--- src/core/rpms_cfg.svh ---
// offsets, field positions, reset values and timing counts of the power mode sequencer
`ifndef RPMS_CFG_SVH
`define RPMS_CFG_SVH

// ----------------------------------------------------------------
// register map
// ----------------------------------------------------------------
`define RPMS_ADDR_CTRL     8'h00
`define RPMS_ADDR_REGC     8'h0b
`define RPMS_ADDR_STAT     8'h10

// ----------------------------------------------------------------
// chip power mode control fields
// ----------------------------------------------------------------
`define RPMS_BIT_STANDBY   7
`define RPMS_BIT_RF_OUT    5
`define RPMS_BIT_HALF_PWR  4
`define RPMS_BIT_RX_SWAP   3
`define RPMS_BIT_AGC_ON    2
`define RPMS_BIT_RX_ON     1
`define RPMS_BIT_SUPPLY_5V 0

// ----------------------------------------------------------------
// reset values
// ----------------------------------------------------------------
`define RPMS_CTRL_RST      8'h01
`define RPMS_REGC_RST      8'h87

// ----------------------------------------------------------------
// timing
// ----------------------------------------------------------------
`define RPMS_CLK_MHZ       40
`define RPMS_AUX_KHZ       60
`define RPMS_CONF_US       100
`define RPMS_REC_SBY_US    100
`define RPMS_REC_M1_US     25
`define RPMS_TMR_W         12
`define RPMS_AUX_W         9
`define RPMS_CONF_CYC      (`RPMS_CONF_US * `RPMS_CLK_MHZ)
`define RPMS_REC_SBY_CYC   (`RPMS_REC_SBY_US * `RPMS_CLK_MHZ)
`define RPMS_REC_M1_CYC    (`RPMS_REC_M1_US * `RPMS_CLK_MHZ)
`define RPMS_AUX_HALF_CYC  ((`RPMS_CLK_MHZ * 1000) / (2 * `RPMS_AUX_KHZ))

`endif

--- src/core/rpms_pkg.sv ---
// types of the power mode sequencer
`default_nettype none
package rpms_pkg;
   typedef enum logic [2:0] {
      st_pd,
      st_sleep,
      st_start_en,
      st_start_wake,
      st_confirm,
      st_active
   } rpms_state_t;
endpackage
`default_nettype wire

--- src/core/rpms_tmr_if.sv ---
// carrier between the sequencer and its countdown timers
`timescale 1ns/10ps
`default_nettype none
`include "rpms_cfg.svh"
interface rpms_tmr_if;
   logic                   start;
   logic [`RPMS_TMR_W-1:0] load;
   logic                   busy;
   logic                   expired;
   modport ctl (output start, output load, input busy, input expired);
   modport tmr (input start, input load, output busy, output expired);
endinterface
`default_nettype wire

--- src/core/rpms_timer.sv ---
// one-shot countdown timer with expiry pulse
`timescale 1ns/10ps
`default_nettype none
`include "rpms_cfg.svh"
module rpms_timer
   import rpms_pkg::*;
(
   // clock and reset
   input  wire logic clk_in,
   input  wire logic nrst_in,
   input  wire logic ce_in,
   // timer carrier
   rpms_tmr_if.tmr   t
);
   logic [`RPMS_TMR_W-1:0] count;
   logic [`RPMS_TMR_W-1:0] next_count;
   logic                   exp_q;
   logic                   next_exp;

   always_comb begin
      next_count = count;
      next_exp   = 1'b0;
      if (t.start) begin
         next_count = t.load;
      end else if (count != '0) begin
         next_count = count - 1'b1;
         next_exp   = (count == `RPMS_TMR_W'(1));
      end
   end

   always_ff @(posedge clk_in or negedge nrst_in) begin
      if (!nrst_in) begin
         count <= '0;
         exp_q <= 1'b0;
      end else if (ce_in) begin
         count <= next_count;
         exp_q <= next_exp;
      end
   end

   assign t.busy    = (count != '0);
   assign t.expired = exp_q;

   // ----------------------------------------------------------------
   // checks
   // ----------------------------------------------------------------
   a_tmr_expiry: assert property (@(posedge clk_in) disable iff (!nrst_in)
      ce_in && !t.start && count == `RPMS_TMR_W'(1) |=> t.expired && !t.busy)
      else $error("timer did not expire after its last count");
   a_tmr_steps: assert property (@(posedge clk_in) disable iff (!nrst_in)
      ce_in && !t.start && t.busy |=> count == $past(count) - 1'b1)
      else $error("timer did not count down by one");
endmodule // rpms_timer
`default_nettype wire

--- src/core/rpms_clkdiv.sv ---
// divider making the slow auxiliary clock from the core clock
`timescale 1ns/10ps
`default_nettype none
`include "rpms_cfg.svh"
module rpms_clkdiv
   import rpms_pkg::*;
(
   // clock and reset
   input  wire logic clk_in,
   input  wire logic nrst_in,
   input  wire logic ce_in,
   // control and clock out
   input  wire logic run_in,
   output logic      aux_clk_out
);
   logic [`RPMS_AUX_W-1:0] cnt;
   logic [`RPMS_AUX_W-1:0] next_cnt;
   logic                   next_aux;

   // half period rounds down, so the clock runs slightly fast
   always_comb begin
      next_cnt = cnt + 1'b1;
      next_aux = aux_clk_out;
      if (!run_in) begin
         next_cnt = '0;
         next_aux = 1'b0;
      end else if (cnt == `RPMS_AUX_W'(`RPMS_AUX_HALF_CYC - 1)) begin
         next_cnt = '0;
         next_aux = ~aux_clk_out;
      end
   end

   always_ff @(posedge clk_in or negedge nrst_in) begin
      if (!nrst_in) begin
         cnt         <= '0;
         aux_clk_out <= 1'b0;
      end else if (ce_in) begin
         cnt         <= next_cnt;
         aux_clk_out <= next_aux;
      end
   end
endmodule // rpms_clkdiv
`default_nettype wire

--- src/core/rpms_top.sv ---
// power mode sequencer of the reader front end
// Operation
// main enable high runs all regulators, oscillator and fast clock output.
// sleep keeps auxiliary supply and slow clock; transmitter, receiver, fast clock off.
// wake enable rising from power-down starts regulators and oscillator.
// once settled and stable, clock output switches from slow to fast clock.
// after wake start, main enable must rise within 100 us, else power-down.
// controller leaves 5 ms between changing main enable and wake enable.
// controller must not raise both enables together at start-up.
// with main enable high, power mode comes from control register bits.
// standby turns transmitter and receiver off, clock kept; recovery 100 us.
// mode 1 disables transmitter and receiver, clock kept; recovery 25 us.
// mode 2 enables only the receiver for external field measurement.
// RF output enable bit turns on transmitter and receiver.
// power select bit selects half output power instead of full.
// bit 0 selects 5 V or 3 V supply; 5 V is default.
// entering power-down returns all mode bits to their defaults.
`timescale 1ns/10ps
`default_nettype none
`include "rpms_cfg.svh"
module rpms_top
   import rpms_pkg::*;
(
   // clock, reset, enable
   input  wire logic       core_clk_in,
   input  wire logic       nrst_in,
   input  wire logic       ce_in,
   // enable pins
   input  wire logic       main_enable_in,
   input  wire logic       wake_enable_pin_in,
   // analog status
   input  wire logic       regulators_settled_in,
   input  wire logic       osc_stable_in,
   input  wire logic       hf_osc_in,
   // register port
   input  wire logic [7:0] reg_addr_in,
   input  wire logic [7:0] reg_wdata_in,
   input  wire logic       reg_wr_in,
   input  wire logic       reg_rd_in,
   output logic      [7:0] reg_rdata_out,
   // power controls
   output logic            reg_enable_out,
   output logic            aux_supply_out,
   output logic            osc_run_out,
   output logic            tx_enable_out,
   output logic            rx_enable_out,
   output logic            half_power_out,
   output logic            supply_5v_out,
   output logic            rx_swap_out,
   output logic            agc_on_out,
   output logic      [7:0] regulator_cfg_out,
   // clock output and status
   output logic            mcu_clock_output_out,
   output logic            hf_clock_sel_out,
   output logic            ready_out,
   output logic      [2:0] power_state_out
);
   localparam int CONF_CYC = `RPMS_CONF_CYC;
   localparam int REC_CYC  = `RPMS_REC_SBY_CYC;

   rpms_state_t state;
   rpms_state_t next_state;
   logic        wake_prev;
   logic        wake_rise;
   logic        settled;
   logic [7:0]  ctrl;
   logic [7:0]  next_ctrl;
   logic [7:0]  regc;
   logic [7:0]  next_regc;
   logic [7:0]  next_rdata;
   logic        ctrl_wr;
   logic        regc_wr;
   logic        is_standby;
   logic        tx_mode;
   logic        rx_mode;
   logic        mode1;
   logic        new_standby;
   logic        new_active_rf;
   logic        hf_sel;
   logic        aux_run;
   logic        aux_clk;
   logic        next_reg_en;
   logic        next_tx;
   logic        next_rx;
   logic        next_ready;
   logic        next_mclk;

   rpms_tmr_if conf_t ();
   rpms_tmr_if rec_t ();

   rpms_timer u_conf_tmr (
      .clk_in  (core_clk_in),
      .nrst_in (nrst_in),
      .ce_in   (ce_in),
      .t       (conf_t)
   );

   rpms_timer u_rec_tmr (
      .clk_in  (core_clk_in),
      .nrst_in (nrst_in),
      .ce_in   (ce_in),
      .t       (rec_t)
   );

   rpms_clkdiv u_aux_div (
      .clk_in      (core_clk_in),
      .nrst_in     (nrst_in),
      .ce_in       (ce_in),
      .run_in      (aux_run),
      .aux_clk_out (aux_clk)
   );

   // ----------------------------------------------------------------
   // decode
   // ----------------------------------------------------------------
   assign wake_rise     = wake_enable_pin_in && !wake_prev;
   assign settled       = regulators_settled_in && osc_stable_in;
   assign ctrl_wr       = reg_wr_in && (reg_addr_in == `RPMS_ADDR_CTRL) && (state != st_pd);
   assign regc_wr       = reg_wr_in && (reg_addr_in == `RPMS_ADDR_REGC) && (state != st_pd);
   // mode from bits
   assign is_standby    = ctrl[`RPMS_BIT_STANDBY];
   assign tx_mode       = !is_standby && ctrl[`RPMS_BIT_RF_OUT];
   assign rx_mode       = !is_standby && (ctrl[`RPMS_BIT_RF_OUT] || ctrl[`RPMS_BIT_RX_ON]);
   assign mode1         = !is_standby && !ctrl[`RPMS_BIT_RF_OUT] && !ctrl[`RPMS_BIT_RX_ON];
   assign new_standby   = reg_wdata_in[`RPMS_BIT_STANDBY];
   assign new_active_rf = reg_wdata_in[`RPMS_BIT_RF_OUT] || reg_wdata_in[`RPMS_BIT_RX_ON];
   assign hf_sel        = (state == st_confirm) || (state == st_active);
   assign aux_run       = (state == st_sleep) || (state == st_start_en)
                          || (state == st_start_wake);

   // ----------------------------------------------------------------
   // power state machine
   // ----------------------------------------------------------------
   // main enable wins when both enables rise together
   always_comb begin
      next_state = state;
      unique case (state)
         st_pd: begin
            if (main_enable_in) begin
               next_state = st_start_en;
            // wake edge starts up
            end else if (wake_rise) begin
               next_state = st_start_wake;
            end else if (wake_enable_pin_in) begin
               next_state = st_sleep;
            end
         end
         st_sleep: begin
            if (main_enable_in) begin
               next_state = st_start_en;
            end else if (!wake_enable_pin_in) begin
               next_state = st_pd;
            end
         end
         st_start_en: begin
            if (!main_enable_in) begin
               next_state = st_pd;
            end else if (settled) begin
               next_state = st_active;
            end
         end
         st_start_wake: begin
            // switch clock once settled
            if (main_enable_in) begin
               next_state = st_start_en;
            end else if (settled) begin
               next_state = st_confirm;
            end
         end
         st_confirm: begin
            // confirm or fall back
            if (main_enable_in) begin
               next_state = st_active;
            end else if (conf_t.expired) begin
               next_state = st_pd;
            end
         end
         st_active: begin
            if (!main_enable_in) begin
               next_state = st_pd;
            end
         end
         default: next_state = st_pd;
      endcase
   end

   // window opens at the switchover
   assign conf_t.start = (state == st_start_wake) && !main_enable_in && settled;
   assign conf_t.load  = `RPMS_TMR_W'(`RPMS_CONF_CYC);

   // standby exit waits for recovery
   // mode 1 exit waits for recovery
   assign rec_t.start  = ctrl_wr && (state == st_active)
                         && ((is_standby && !new_standby) || (mode1 && !new_standby && new_active_rf));
   assign rec_t.load   = is_standby ? `RPMS_TMR_W'(`RPMS_REC_SBY_CYC)
                                    : `RPMS_TMR_W'(`RPMS_REC_M1_CYC);

   always_ff @(posedge core_clk_in or negedge nrst_in) begin
      if (!nrst_in) begin
         state     <= st_pd;
         wake_prev <= 1'b0;
      end else if (ce_in) begin
         state     <= next_state;
         wake_prev <= wake_enable_pin_in;
      end
   end

   // ----------------------------------------------------------------
   // registers
   // ----------------------------------------------------------------
   always_comb begin
      next_ctrl  = ctrl;
      next_regc  = regc;
      next_rdata = 8'h00;
      if (ctrl_wr) begin
         next_ctrl = reg_wdata_in;
      end
      if (regc_wr) begin
         next_regc = reg_wdata_in;
      end
      // defaults on power-down
      if (next_state == st_pd) begin
         next_ctrl = `RPMS_CTRL_RST;
         next_regc = `RPMS_REGC_RST;
      end
      if (reg_rd_in) begin
         unique case (reg_addr_in)
            `RPMS_ADDR_CTRL: next_rdata = ctrl;
            `RPMS_ADDR_REGC: next_rdata = regc;
            `RPMS_ADDR_STAT: next_rdata = {4'h0, rec_t.busy, 3'(state)};
            default:         next_rdata = 8'h00;
         endcase
      end
   end

   always_ff @(posedge core_clk_in or negedge nrst_in) begin
      if (!nrst_in) begin
         ctrl          <= `RPMS_CTRL_RST;
         regc          <= `RPMS_REGC_RST;
         reg_rdata_out <= 8'h00;
      end else if (ce_in) begin
         ctrl          <= next_ctrl;
         regc          <= next_regc;
         reg_rdata_out <= next_rdata;
      end
   end

   // ----------------------------------------------------------------
   // power and clock outputs
   // ----------------------------------------------------------------
   always_comb begin
      // regulators and oscillator while up
      next_reg_en = (state == st_start_en) || (state == st_start_wake) || hf_sel;
      // transmitter with RF output
      // receiver alone in mode 2
      // standby keeps both off
      next_tx     = (state == st_active) && !rec_t.busy && tx_mode;
      next_rx     = (state == st_active) && !rec_t.busy && rx_mode;
      next_ready  = (state == st_active) && !rec_t.busy;
      // slow clock until the fast one is chosen
      // fast clock after switchover
      next_mclk   = hf_sel ? hf_osc_in : aux_clk;
   end

   always_ff @(posedge core_clk_in or negedge nrst_in) begin
      if (!nrst_in) begin
         reg_enable_out       <= 1'b0;
         aux_supply_out       <= 1'b0;
         osc_run_out          <= 1'b0;
         tx_enable_out        <= 1'b0;
         rx_enable_out        <= 1'b0;
         half_power_out       <= 1'b0;
         supply_5v_out        <= 1'b1;
         rx_swap_out          <= 1'b0;
         agc_on_out           <= 1'b0;
         regulator_cfg_out    <= `RPMS_REGC_RST;
         mcu_clock_output_out <= 1'b0;
         hf_clock_sel_out     <= 1'b0;
         ready_out            <= 1'b0;
      end else if (ce_in) begin
         reg_enable_out       <= next_reg_en;
         // auxiliary supply outside power-down
         aux_supply_out       <= (state != st_pd);
         osc_run_out          <= next_reg_en;
         tx_enable_out        <= next_tx;
         rx_enable_out        <= next_rx;
         // half power select
         half_power_out       <= next_tx && ctrl[`RPMS_BIT_HALF_PWR];
         // supply range select
         supply_5v_out        <= ctrl[`RPMS_BIT_SUPPLY_5V];
         rx_swap_out          <= ctrl[`RPMS_BIT_RX_SWAP];
         agc_on_out           <= ctrl[`RPMS_BIT_AGC_ON];
         regulator_cfg_out    <= regc;
         mcu_clock_output_out <= next_mclk;
         hf_clock_sel_out     <= hf_sel;
         ready_out            <= next_ready;
      end
   end

   assign power_state_out = state;

   // ----------------------------------------------------------------
   // checks
   // ----------------------------------------------------------------
   logic [12:0] conf_cnt;
   logic [12:0] rec_cnt;

   always_ff @(posedge core_clk_in or negedge nrst_in) begin
      if (!nrst_in) begin
         conf_cnt <= '0;
         rec_cnt  <= '0;
      end else if (ce_in) begin
         conf_cnt <= (state == st_confirm) ? conf_cnt + 1'b1 : 13'h0000;
         rec_cnt  <= rec_t.busy ? rec_cnt + 1'b1 : 13'h0000;
      end
   end

   a_run_all_on: assert property (@(posedge core_clk_in) disable iff (!nrst_in)
      ce_in && state == st_active |=> reg_enable_out && osc_run_out && hf_clock_sel_out)
      else $error("active state without regulators, oscillator or fast clock");
   a_sleep_outputs: assert property (@(posedge core_clk_in) disable iff (!nrst_in)
      ce_in && state == st_sleep |=> aux_supply_out && !tx_enable_out && !rx_enable_out
      && !hf_clock_sel_out)
      else $error("sleep outputs wrong");
   a_wake_start: assert property (@(posedge core_clk_in) disable iff (!nrst_in)
      ce_in && state == st_pd && wake_rise && !main_enable_in
      |=> state == st_start_wake ##1 (!ce_in || reg_enable_out))
      else $error("wake edge did not start regulators");
   a_clock_switch: assert property (@(posedge core_clk_in) disable iff (!nrst_in)
      ce_in && state == st_start_wake && settled && !main_enable_in
      |=> state == st_confirm ##1 (!ce_in || hf_clock_sel_out))
      else $error("clock did not switch after settling");
   a_confirm_lapse: assert property (@(posedge core_clk_in) disable iff (!nrst_in)
      ce_in && state == st_confirm && conf_t.expired && !main_enable_in |=> state == st_pd)
      else $error("unconfirmed wake did not return to power-down");
   a_confirm_bound: assert property (@(posedge core_clk_in) disable iff (!nrst_in)
      conf_cnt <= 13'(CONF_CYC + 2))
      else $error("confirm window too long");
   a_standby_off: assert property (@(posedge core_clk_in) disable iff (!nrst_in)
      ce_in && state == st_active && is_standby
      |=> !tx_enable_out && !rx_enable_out && hf_clock_sel_out)
      else $error("standby left RF on");
   a_recover_bound: assert property (@(posedge core_clk_in) disable iff (!nrst_in)
      rec_cnt <= 13'(REC_CYC))
      else $error("recovery too long");
   a_mode1_off: assert property (@(posedge core_clk_in) disable iff (!nrst_in)
      ce_in && state == st_active && mode1 |=> !tx_enable_out && !rx_enable_out)
      else $error("mode 1 left RF on");
   a_rx_only: assert property (@(posedge core_clk_in) disable iff (!nrst_in)
      ce_in && state == st_active && !rec_t.busy && rx_mode && !tx_mode
      |=> rx_enable_out && !tx_enable_out)
      else $error("mode 2 wrong");
   a_tx_rx_on: assert property (@(posedge core_clk_in) disable iff (!nrst_in)
      ce_in && state == st_active && !rec_t.busy && tx_mode |=> tx_enable_out && rx_enable_out)
      else $error("RF output mode did not enable RF");
   a_half_power: assert property (@(posedge core_clk_in) disable iff (!nrst_in)
      ce_in && state == st_active && !rec_t.busy && tx_mode
      |=> half_power_out == $past(ctrl[`RPMS_BIT_HALF_PWR]))
      else $error("half power does not follow its select bit");
   a_pd_defaults: assert property (@(posedge core_clk_in) disable iff (!nrst_in)
      ce_in && state == st_active && !main_enable_in
      |=> ctrl == `RPMS_CTRL_RST ##1 (!ce_in || supply_5v_out))
      else $error("power-down kept mode bits");

   c_wake_confirm: cover property (@(posedge core_clk_in) disable iff (!nrst_in)
      state == st_confirm ##1 state == st_active);
   c_wake_lapse: cover property (@(posedge core_clk_in) disable iff (!nrst_in)
      state == st_confirm ##1 state == st_pd);
   c_standby_exit: cover property (@(posedge core_clk_in) disable iff (!nrst_in)
      rec_t.start && is_standby);
endmodule // rpms_top
`default_nettype wire

--- config.mk ---
export PLATFORM = sky130hd
export DESIGN_NAME = rpms_top
export DESIGN_NICKNAME = d
export VERILOG_FILES = /design/src/core/rpms_pkg.sv /design/src/core/rpms_tmr_if.sv /design/src/core/rpms_timer.sv /design/src/core/rpms_clkdiv.sv /design/src/core/rpms_top.sv
export VERILOG_INCLUDE_DIRS = /design/src /design/src/core
export SDC_FILE = /design/constraint.sdc
export NUM_CORES = 1
export LEC_CHECK = 0
export BUFFER_PORTS_ARGS = -buffer_cell sky130_fd_sc_hd__buf_2
export CAP_MARGIN = 0
export CORE_ASPECT_RATIO = 1.2
export CORE_MARGIN = 2
export CORE_UTILIZATION = 35
export DETAILED_ROUTE_END_ITERATION = 16
export PLACE_DENSITY = 0.49
export SYNTH_ARGS = -nofsm -noshare
export SYNTH_HDL_FRONTEND = slang
export SYNTH_SLANG_ARGS = --single-unit
--- constraint.sdc ---
create_clock -name core_clk_in -period 6.36 [get_ports core_clk_in]
set_input_delay 0 -clock core_clk_in [delete_from_list [all_inputs] [get_ports core_clk_in]]
set_output_delay 0 -clock core_clk_in [all_outputs]
set_load 0.03 [all_outputs]
== Word level (Yosys, flattened, before mapping) ==
Index checks and enable logic that the tools add are counted.
Word-level totals
  register bits: 82
  bits in latches: 0
  memory bits (writable): 0
  memory bits (read-only): 0
  input port bits: 26
  output and inout bits: 31
  logic and storage cells: 118
  memories kept: 0
Cells by class
  add/sub/neg operators: 3
  multiply operators: 0
  div/mod/pow operators: 0
  magnitude comparators: 0
  equal/unequal tests: 10
  shifts and indexed selects: 0
  mux-type cells: 31
  bitwise operators: 1
  reduce and logical (&&, ||, !) cells: 51
Operators with widths (number)
  2-to-1 mux 12 bit: 5
  2-to-1 mux 8 bit: 5
  2-to-1 mux 3 bit: 12
  case mux 8 bit (3 select lines): 1
  nonzero test 12 bit: 2
  subtractor 12 x 1 -> 12 bit (second input constant): 2
  logical AND 1 bit: 21
  2-to-1 mux 9 bit: 2
  case mux 3 bit (6 select lines): 1
  equality test 12 x 1 -> 1 bit (second input constant): 1
  AND reduction 2 bit: 5
  adder 9 x 1 -> 9 bit (second input constant): 1
  equality test 9 bit (second input constant): 1
  equality test 8 x 4 -> 1 bit (second input constant): 1
  equality test 8 x 5 -> 1 bit (second input constant): 1
  logical NOT 8 bit: 1
  logical OR 1 bit: 8
  nonzero test 2 bit: 4
  logical NOT 1 bit: 7
  equality test 3 x 2 -> 1 bit (second input constant): 2
  equality test 3 bit (second input constant): 2
  logical NOT 3 bit: 2
  2-to-1 mux 1 bit: 5
  equality test 3 x 1 -> 1 bit (second input constant): 1
  3 further kinds: 3

== Depth between registers and ports, before layout ==
Gate-level depths: netlist of the first run.
  word-level depth: 9
  gate-level depth with buffers: 8

== By module ==
Synthesis of the first run repeated with hierarchy kept, for this count alone.
Unflattened totals
  cell total of the unflattened synthesis: 531
  area, all modules: 5076.1 µm²
By module, submodules not included
  rpms_top: times used 1, cells each 260, area an instance 2676.3 µm², sequential area each 1188.6 µm²
  rpms_timer: times used 2, cells each 103, area an instance 895.9 µm², sequential area each 325.3 µm²
  rpms_clkdiv: times used 1, cells each 65, area an instance 608.1 µm², sequential area each 250.2 µm²

== Least setup slack after synthesis of the first run ==
Ideal clock, no wire load.
  path kind: flip-flop to flip-flop
  from: reg state[1], in the netlist power_state_out[1]
  to: reg ctrl[1]
  library setup time: 0.132 ns
  arrival time: 2.185 ns
  required time: 6.228 ns
  path slack: 4.043 ns
  stages on the path, launching flop included: 9
  buffers on the path: 3
  clock period less this slack: 2.317 ns
  cell sequence: dfrtp_1 -> clkbuf_1 -> nand3_1 -> a32oi_1 -> a31oi_1 -> nor4bb_1 -> clkbuf_1 -> clkbuf_1 -> nor2_1
On the way
  word-level cells in the longest chain between the ends: 7
RTL lines
  start, declared: RTL line rpms_top.sv:61  | rpms_state_t state;
  start signal, assigned: RTL line rpms_top.sv:200  | state <= st_pd;
  start signal, assigned: RTL line rpms_top.sv:203  | state <= next_state;
  2-to-1 mux 3 bit: RTL line rpms_top.sv:144  | end else if (wake_enable_pin_in) begin
  2-to-1 mux 3 bit: RTL line rpms_top.sv:142  | end else if (wake_rise) begin
  2-to-1 mux 3 bit: RTL line rpms_top.sv:139  | if (main_enable_in) begin
  case mux 3 bit (6 select lines): RTL line rpms_top.sv:137  | unique case (state)
  logical NOT 3 bit: RTL line rpms_top.sv:222  | if (next_state == st_pd) begin
  nonzero test 2 bit (no line)
  AND reduction 2 bit (no line)
  end signal, assigned: RTL line rpms_top.sv:238  | ctrl <= `RPMS_CTRL_RST;
  end signal, assigned: RTL line rpms_top.sv:242  | ctrl <= next_ctrl;
  end, declared: RTL line rpms_top.sv:66  | logic [7:0] ctrl;
Parallel ways exist; a longest one is shown, timed or not.
A chain may end at the register's enable or synchronous reset.

== Worst setup path in the final report of the first run ==
  from: reg u_rec_tmr.count[4]
  to: reg u_rec_tmr.count[11]
On the way
  word-level cells in the longest chain between the ends: 3
RTL lines
  start, declared: RTL line rpms_timer.sv:15  | logic [`RPMS_TMR_W-1:0] count;
  start signal, assigned: RTL line rpms_timer.sv:36  | count <= next_count;
  subtractor 12 x 1 -> 12 bit or nonzero test 12 bit (tied branches): RTL line rpms_timer.sv:26, rpms_timer.sv:25
  2-to-1 mux 12 bit or nonzero test 2 bit (tied branches)
  2-to-1 mux 12 bit or AND reduction 2 bit (tied branches)
Parallel ways exist; a longest one is shown, timed or not. The select of a mux whose other input is x is not followed.

==> run_results.csv, run 1 <==
group,metric,value,unit
placed_design,routabilityCongestion,0.849,
critical_path,r2r_slack,3.94,ns
layout,fill_cells,1142,
route,drc,0,
critical_path,r2r_cells,5,
clocking,post-cts-setup-buffers,0,
clocking,clkTransAtPathRegs,0.06,ns
timing,slew_headroom,48.9,%
timing,tns,0,ns
power,max-vdd-ir-drop,0.126,mV
critical_path,end_kind,"register",
timing,setup_ws,3.94,ns
timing,worst_slew_pin_slew,0.760,ns
logic_synthesis,synthesis.instances,405,
logic_synthesis,yosysTopAreaCellShare,44.1,%
power,p_int,1110,µW
global_route,grt_pass1_vias,3249,
layout,final_cells,628,
logic_synthesis,ys_warn_count,0,
power,p_switching,564,µW
timing,rsz0062_at_grt,"no",
logic_synthesis,ys_seq_area_share,50.5,%
clocking,cts_tree,"built",
critical_path,cp_data_required_time,6.61,ns
global_route,grt_pass1_wl,16.5,mm
route,drt-pass1-iter-count,4,
min_path,hold_path_class,"primary input to register",
timing,fmax,413,MHz
placed_design,dpl_cell_area,0.00453,mm²
power,power.leakage,0.00228,µW
power,power_density,339,mW/mm²
logic_synthesis,synth.most_common_cell,"dfrtp_1",
critical_path,reg2reg_from,"u_rec_tmr.count[4]",
logic_synthesis,yosysTopAreaCell,"dfrtp_1",
route,detail-route-antenna-nets,0,
logic_synthesis,synth_edf_count,0,
logic_synthesis,synthTopCellsByCount,"dfrtp_1, nor2_1, nand2_1",
global_route,grt_max_degree,53,
clocking,hold_buffers,10,
floorplan,num_rows,43,
logic_synthesis,syn_nets,437,
clocking,clockBufferDepth,2,
critical_path,cp-start-kind,"register",
route,dr_total_vias,3247,
power,power_frac_seq,44.0,%
critical_path,cp-startpoint,"u_rec_tmr.count[4]",
floorplan,io_pins,57,
placed_design,dp_slack,3.95,ns
power,clock_power_share,31.6,%
critical_path,r2r-end,"u_rec_tmr.count[11]",
layout,finish.instance_area,0.00493,mm²
clocking,clk_latency,0.34,ns
global_route,grtUsageTotal,17.0,%
timing,whs,0.00918,ns
layout,syn_to_final_growth,20.6,%
timing,period_needed,2.42,ns
power,switching_share,33.7,%
route,wl_per_cell,15.6,µm
layout,diodes,0,
power,p_comb_share,24.3,%
logic_synthesis,async_reset_ff_share,100,%
layout,multi_input_area,0.00188,mm²
clocking,cts_buffers,9,
global_route,antenna_found_initial,0,
placed_design,place_hpwl,6.74,mm
timing,drv_slew,0,
global_route,overflow,0,
timing,skew,0.00794,ns
clocking,clockRootBuffer,"clkbuf_16",
critical_path,crit_fanout,7,
route,first_iter_violations,187,
timing,setup_viol,0,
route,routed_wl,9.78,mm
min_path,hold_start,"reg_wdata_in[0]",
placed_design,numPortBuffers,56,
logic_synthesis,synth_seq_cells,82,
min_path,whs_path_depth,4,
floorplan,core,0.0115,mm²
min_path,hold_end,"regc[0]",
floorplan,initial_core_util,35.7,%
clocking,cts.sinks,82,
timing,final.period_utilization,38.1,%
flow_run,cap_viol_max_count,0,
logic_synthesis,ys_types,54,
floorplan,die_w,103,µm
logic_synthesis,syn_avg_cell_area,10.1,µm²
placed_design,numPlacedInstances,602,
floorplan,die_y,122,µm
timing,hold_viol,0,
run_status,outcome,"completed",
clocking,h-tree-depth,3,
layout,area.sequential,0.00206,mm²
route,viasPerCell,5.17,
layout,drive_above_1_share,22.7,%
floorplan,die_area,0.0126,mm²
critical_path,cp.arrival,2.67,ns
critical_path,path_class,"register to register",
logic_synthesis,synth.area.top_cells,"dfrtp_1, dfstp_2, nor2_1",
clocking,cts_resized,0,
logic_synthesis,synth_ff_type,"dfrtp_1",
layout,nets,498,
logic_synthesis,synth.cell_area,0.00409,mm²
==> power by group through the flow <==
stage | logic, µW | clock network (µW) | registers, µW
after floorplan | 294 | 0 | 735
after global placement | 400 | 0 | 740
after detailed placement | 407 | 0 | 744
after CTS | 411 | 546 | 736
after global routing | 464 | 566 | 760
final | 407 | 529 | 736
==> logic make-up after synthesis <==
family	count (synthesis)	synth area share, %
compound gates	86	14.9
xor+xnor	19	4.07
fa+ha+maj	6	1.84
buf+inv	42	3.98
flops	82	50.5
mux	28	7.28
simple gates	142	17.5
==> cells in the final DEF, fill, tap and decap left out, types with 3 or more instances in the layout <==
master,count
dlygate4sd3_1,10
nor4_1,8
o2111ai_1,4
nand2_1,25
a211o_1,6
nor2_1,46
o21ai_0,15
o31ai_1,6
or4_1,6
nor2b_1,4
dfrtp_1,72
mux2i_1,14
xnor2_1,10
a21oi_1,16
clkbuf_16,9
mux2_2,14
ha_1,6
buf_4,5
xor2_1,9
dfstp_2,10
nand3_1,14
buf_2,55
inv_1,22
or3_1,3
nand4_1,4
nor3_1,13
o2bb2ai_1,10
a22oi_1,8
and3_1,4
==> how the worst max path moves through the flow <==
stage                                      to  cells after the start
final                     u_rec_tmr.count[11]                      5
after global routing      u_conf_tmr.count[5]                      5
after CTS                 u_rec_tmr.count[11]                      5
after detailed placement  u_rec_tmr.count[11]                      5
after global placement    u_rec_tmr.count[11]                      5
after floorplan                       ctrl[1]                      8
==> worst max-delay path: stages, from the launching register on <==
cell	delay, ns
dfrtp_1	0.41
or4_1	0.63
or2_1	0.30
or4_1	0.42
or4_1	0.48
o2111ai_1	0.10
==> stage by stage <==
stage | total power, µW | utilization, %
6_report | 1670 | 43.1
5_1_grt | 1790 | 43.1
4_1_cts | 1690 | 43.1
3_5_place_dp | 1150 | 39.5
3_3_place_gp | 1140 | 39.5
2_1_floorplan | 1030 | -
==> metal layers <==
metal | GRT usage, % | vias to the layer above | routed length, µm
met5 | 0 | - | 0
met4 | 5.83 | 0 | 158
met3 | 4.38 | 13 | 449
met2 | 26.1 | 93 | 4470
met1 | 23.3 | 1564 | 4700
li1 | - | 1577 | -
==> final cells by class <==
class | instances | share of cell area, %
sequential | 82 | 41.8
multi-input combinational | 281 | 38.0
timing repair buffer | 70 | 8.37
clock buffer | 10 | 4.84
tap | 157 | 3.98
inverter | 22 | 1.67
clock inverter | 6 | 1.29
==> flip-flops by register name (all words and copies together) (netlist names), 3 cells and up <==
name               flops
u_aux_div.cnt          9
regc                   8
u_conf_tmr.count      12
regulator_cfg_out      8
reg_rdata_out          8
ctrl                   8
power_state_out        3
u_rec_tmr.count       12
Note: power is estimated with default switching activity, not from simulation.
==> run 2: changes to the inputs <==
--- a/config.mk
+++ b/config.mk
@@ -12,7 +12,7 @@
 export CORE_MARGIN = 2
 export CORE_UTILIZATION = 35
 export DETAILED_ROUTE_END_ITERATION = 16
-export PLACE_DENSITY = 0.49
+export PLACE_DENSITY = 0.51
 export SYNTH_ARGS = -nofsm -noshare
 export SYNTH_HDL_FRONTEND = slang
 export SYNTH_SLANG_ARGS = --single-unit
==> constraint.sdc (replaced) <==
create_clock -name core_clk_in -period 2 [get_ports core_clk_in]
set_input_delay 0 -clock core_clk_in [delete_from_list [all_inputs] [get_ports core_clk_in]]
set_output_delay 0 -clock core_clk_in [all_outputs]
set_load 0.03 [all_outputs]
==> run_results.csv, run 2 (synthesis results as in run 1) <==
group,metric,value,unit
global_route,grt_pass1_vias,3469,
critical_path,cp_data_required_time,2.26,ns
clocking,cts_tree,"built",
timing,hold_viol,0,
global_route,overflow,0,
min_path,hold_start,"reg_wdata_in[0]",
floorplan,core,0.0115,mm²
timing,slew_headroom,63.3,%
timing,whs,0.00632,ns
layout,drive_above_1_share,31.8,%
critical_path,cp_cell_sequence,"or4_4, or2_4, or4_4, or4_4, o2111ai_2",
critical_path,cpPeakStageDelay,0.55,ns
floorplan,num_rows,43,
global_route,grtUsageTotal,17.7,%
flow_run,cap_viol_max_count,0,
layout,syn_to_final_growth,30.3,%
min_path,hold_path_class,"primary input to register",
layout,diodes,0,
global_route,grt_pass1_wl,17.3,mm
floorplan,io_pins,57,
clocking,clockRootBuffer,"clkbuf_16",
timing,period_needed,2.21,ns
clocking,clockBufferDepth,2,
critical_path,path_class,"register to register",
critical_path,crit_fanout,2,
power,finalPower,5710,µW
clocking,cts_buffers,9,
critical_path,cp.arrival,2.46,ns
critical_path,cp_num_buf_inv,0,
floorplan,die_area,0.0126,mm²
placed_design,dpl_cell_area,0.00484,mm²
route,viasPerCell,5.13,
floorplan,die_y,122,µm
critical_path,cp-start-kind,"register",
layout,finish.instance_area,0.00533,mm²
route,drc,0,
layout,final_cell_mix,"dfrtp_1, buf_2, nor2_1, buf_4, nand2_1",
timing,setup_viol,5,
timing,fmax,453,MHz
placed_design,place_hpwl,7.26,mm
placed_design,numPortBuffers,56,
layout,fill_cells,1086,
clocking,h-tree-depth,3,
placed_design,routabilityCongestion,0.814,
critical_path,critPathSlowestCell,"or4_4",
floorplan,die_w,103,µm
critical_path,path_delay_family,"simple AND/OR/NAND/NOR gates",
global_route,grt_max_degree,44,
timing,final.period_utilization,110,%
route,drt-pass1-iter-count,4,
layout,top_regs,"u_conf_tmr.count: 12 flops, u_rec_tmr.count: 12 flops, u_aux_div.cnt: 9 flops",
timing,skew,0.0105,ns
critical_path,reg2reg_from,"u_rec_tmr.count[5]",
route,first_iter_violations,155,
timing,rsz0062_at_grt,"yes",
power,power_density,1070,mW/mm²
route,wl_per_cell,15.2,µm
critical_path,end_kind,"register",
critical_path,path_common_cell,"or4_4",
floorplan,initial_core_util,35.7,%
timing,setup_ws,-0.210,ns
route,detail-route-antenna-nets,0,
power,max-vdd-ir-drop,0.454,mV
route,dr_total_vias,3431,
global_route,antenna_found_initial,0,
power,power.leakage,0.00249,µW
layout,nets,539,
layout,layout_commonest_cell,"dfrtp_1",
run_status,violations,"setup timing",
timing,drv_slew,0,
run_status,outcome,"complete, but fails checks",
clocking,cts.sinks,82,
timing,worst_slew_pin_slew,0.551,ns
clocking,clk_latency,0.33,ns
clocking,clkTransAtPathRegs,0.07,ns
route,routed_wl,10.2,mm
critical_path,cp-startpoint,"u_rec_tmr.count[5]",
[run 2: changes by cell type in the layout (fill, tap and decap cells not counted), sizes merged]
| cell | before | now |
|---|---|---|
| clkinv | 2 | 3 |
| inv | 23 | 22 |
| dlygate4sd3 | 10 | 9 |
| buf | 60 | 102 |
[run 2: power breakdown]
group	internal, µW	switching, µW
clock network	970	677
registers	1990	282
logic	849	949
total	3800	1910
[run 2: through the flow]
step | cells | TNS [ns] | utilization (%) | worst slack (ns)
floorplan | 405 | -0.455 | - | -0.313
global placement | 641 | -0.590 | 42.2 | -0.239
detailed placement | 641 | -0.612 | 42.2 | -0.281
CTS | 667 | -0.354 | 45.8 | -0.265
global route | 669 | -0.780 | 46.5 | -0.234
finish | 669 | -0.424 | 46.5 | -0.210
[run 2: cell type report]
cell class | instances | area, µm² | share of cell area, %
Sequential cell | 82 | 2070 | 38.8
Timing Repair Buffer | 111 | 734 | 13.8
Clock buffer | 10 | 229 | 4.29
Clock inverter | 6 | 67.6 | 1.27
Multi-Input combinational cell | 281 | 1950 | 36.7
Inverter | 22 | 82.6 | 1.55
Tap cell | 157 | 196 | 3.68
[run 2: layer usage]
metal | vias up | wire, µm | track usage [%]
met3 | 4 | 351 | 3.36
li1 | 1668 | - | -
met4 | 0 | 66 | 5.75
met2 | 55 | 5020 | 28.8
met1 | 1704 | 4750 | 23.7
met5 | - | 0 | 0
[run 2: worst paths after layout]
check                                           end  slack, ns  cells past startpoint
worst min register to register       aux_supply_out       0.48                      1
worst max register to register  u_rec_tmr.count[11]      -0.21                      5
worst max-delay path            u_rec_tmr.count[11]      -0.21                      5
min in group asynchronous       u_conf_tmr.count[9]       0.19                      2
worst min-delay path                        regc[0]      0.006                      4
max in group asynchronous                   regc[7]       1.13                      3
[run 2: worst min-delay path: cells and delay by family]
family,cells,cell delay (ns)
compound gates,1,0.10
buf+inv,2,0.11
simple gates,1,0.09
[run 2: timing repair]
action	CTS	global route
gates resized for setup	4	15
buffers inserted	1	2
hold buffers	9	0
endpoints found under the setup margin	10	19
hold endpoints to repair	52	0
pin swaps	1	5
==> run 3: changes to the inputs <==
--- a/config.mk
+++ b/config.mk
@@ -6,6 +6,7 @@
 export SDC_FILE = /design/constraint.sdc
 export NUM_CORES = 1
 export LEC_CHECK = 0
+export ABC_AREA = 1
 export BUFFER_PORTS_ARGS = -buffer_cell sky130_fd_sc_hd__buf_2
 export CAP_MARGIN = 0
 export CORE_ASPECT_RATIO = 1.2
==> run_results.csv, run 3 <==
group,metric,value,unit
run_status,outcome,"completed",
layout,diodes,0,
floorplan,io_pins,57,
floorplan,initial_core_util,36.1,%
logic_synthesis,syn_avg_cell_area,7.84,µm²
route,routed_wl,11.5,mm
logic_synthesis,synth_ff_type,"dfrtp_1",
timing,setup_ws,0.158,ns
route,drt-pass1-iter-count,4,
logic_synthesis,ys_warn_count,0,
layout,final_cells,833,
global_route,grtUsageTotal,17.5,%
timing,period_needed,1.84,ns
route,viasPerCell,4.77,
layout,nets,696,
critical_path,cpPeakStageDelay,0.44,ns
logic_synthesis,ys_types,37,
flow_run,cap_viol_max_count,0,
clocking,cts_tree,"built",
timing,final.period_utilization,92.1,%
critical_path,cp_cell_sequence,"buf_4, nor2_8, nand2_4, inv_2, nand2_1, nand2_1, nor2_2, nand2_4, o21ai_2, nand2_2, nand2_1, nand2_1",
layout,top_regs,"u_conf_tmr.count: 12 flops, u_rec_tmr.count: 12 flops, u_aux_div.cnt: 9 flops",
placed_design,numPortBuffers,56,
placed_design,routabilityCongestion,0.828,
critical_path,crit_fanout,8,
route,drc,0,
logic_synthesis,yosysTopAreaCellShare,39.0,%
timing,drv_slew,0,
logic_synthesis,yosys.area_share.adder,1.63,%
route,first_iter_violations,200,
logic_synthesis,synth-simple-area-share,35.1,%
critical_path,cp_num_buf_inv,2,
floorplan,num_rows,45,
min_path,whs_path_depth,4,
clocking,clkTransAtPathRegs,0.07,ns
power,power_density,1250,mW/mm²
critical_path,cp.arrival,2.07,ns
timing,tns,0,ns
power,power.leakage,0.00293,µW
critical_path,path_common_cell,"nand2_1",
critical_path,cp_data_required_time,2.23,ns
floorplan,die_y,130,µm
timing,rsz0062_at_grt,"no",
logic_synthesis,synth_compound_area_share,8.67,%
logic_synthesis,synthesis.instances,589,
route,dr_total_vias,3972,
layout,layout_commonest_cell,"nand2_1",
logic_synthesis,synth_edf_count,0,
min_path,hold_path_class,"primary input to register",
global_route,grt_pass1_wl,19.2,mm
timing,fmax,543,MHz
floorplan,die_area,0.0141,mm²
clocking,clockBufferDepth,2,
clocking,h-tree-depth,3,
timing,hold_viol,0,
route,wl_per_cell,13.8,µm
global_route,grt_pass1_vias,3886,
critical_path,path_delay_family,"simple AND/OR/NAND/NOR gates",
timing,setup_viol,0,
layout,drive_above_1_share,21.1,%
clocking,clockRootBuffer,"clkbuf_16",
critical_path,critPathSlowestCell,"dfrtp_1",
logic_synthesis,synth.cell_area,0.00462,mm²
timing,worst_slew_pin_slew,0.486,ns
global_route,overflow,0,
clocking,cts_buffers,9,
global_route,antenna_found_initial,0,
layout,syn_to_final_growth,20.9,%
layout,post-route-util,43.7,%
clocking,clk_latency,0.34,ns
logic_synthesis,synthMuxAreaShare,0,%
power,max-vdd-ir-drop,0.647,mV
route,detail-route-antenna-nets,0,
logic_synthesis,synth_xor_area_share,2.66,%
power,finalPower,6970,µW
logic_synthesis,synth.most_common_cell,"nand2_1",
timing,skew,0.00869,ns
logic_synthesis,synth_seq_cells,82,
critical_path,r2r_cells,12,
placed_design,numPlacedInstances,806,
clocking,cts.sinks,82,
global_route,grt_max_degree,58,
critical_path,path_class,"register to register",
logic_synthesis,synthTopCellsByCount,"nand2_1, dfrtp_1, nor2_1",
logic_synthesis,ys_seq_area_share,44.7,%
placed_design,dp_slack,0.0300,ns
floorplan,die_w,109,µm
layout,fill_cells,1286,
timing,slew_headroom,67.4,%
logic_synthesis,syn_nets,621,
critical_path,cp-start-kind,"register",
layout,final_cell_mix,"nand2_1, dfrtp_1, buf_2",
critical_path,end_kind,"register",
logic_synthesis,synth_top_family_by_area,"simple AND/OR/NAND/NOR gates",
logic_synthesis,synth.area.top_cells,"dfrtp_1, nand2_1, dfstp_2",
placed_design,place_hpwl,8.38,mm
floorplan,core,0.0128,mm²
logic_synthesis,yosysTopAreaCell,"dfrtp_1",
critical_path,path_depth,12,
logic_synthesis,async_reset_ff_share,100,%
## run 3: through the flow
step,hold slack [ns],area [µm²]
after floorplan,-0.296,4620
after global placement,-0.0552,5110
after detailed placement,-0.0554,5110
after CTS,0.0445,5570
after global routing,0.0747,5580
final,0.0480,5580
## run 3: metal layers
layer	global-route usage [%]	part of all wire (%)	vias up
li1	-	-	2045
met1	22.5	47	1851
met2	29.6	48	62
met3	2.75	2.9	14
met4	6.64	2.0	0
met5	0	0	-
## run 3: final timing paths
kind / from / slack, ns / to
setup reg to reg: power_state_out[1] / 0.16 / ctrl[1]
max in group asynchronous: nrst_in / 1.22 / regc[2]
hold / removal: reg_wdata_in[0] / 0.05 / ctrl[0]
setup / recovery: power_state_out[1] / 0.16 / ctrl[1]
min in group asynchronous: nrst_in / 0.11 / osc_run_out
hold reg to reg: regulator_cfg_out[2] / 0.46 / regulator_cfg_out[2]
## run 3: worst min-delay path: cells and delay by family
kind,cells,cell delay [ns]
compound gates,1,0.12
simple gates,2,0.15
buf+inv,1,0.09
## run 3: cells by family (layout without fill, tap and decap cells)
group,after synthesis,in the layout
AOI/OAI and AO/OA,70,70
buffers and inverters,77,157
adders and majority gates,6,6
xor gates and xnor gates,14,14
DFF,82,82
and+or+nand+nor,340,340
## run 3: cell type report
cell class | count | area (µm²) | area share (%)
clock buffer | 12 | 256 | 4.60
clock inverter | 4 | 97.6 | 1.75
inverter | 61 | 234 | 4.19
multi-input combinational | 430 | 2220 | 39.8
sequential | 82 | 2070 | 37.0
tap | 164 | 205 | 3.68
timing repair buffer | 80 | 500 | 8.97
## run 3: what timing repair did
action / CTS / global route
endpoints found under the hold margin: 85 / 0
buffers inserted: 0 / 1
hold buffers: 10 / 0
gates resized for setup: 0 / 3
setup endpoints to repair: 0 / 21
## run 3: power by group
part | internal [µW] | switching [µW]
registers | 2120 | 394
logic | 848 | 1640
clock network | 1290 | 689
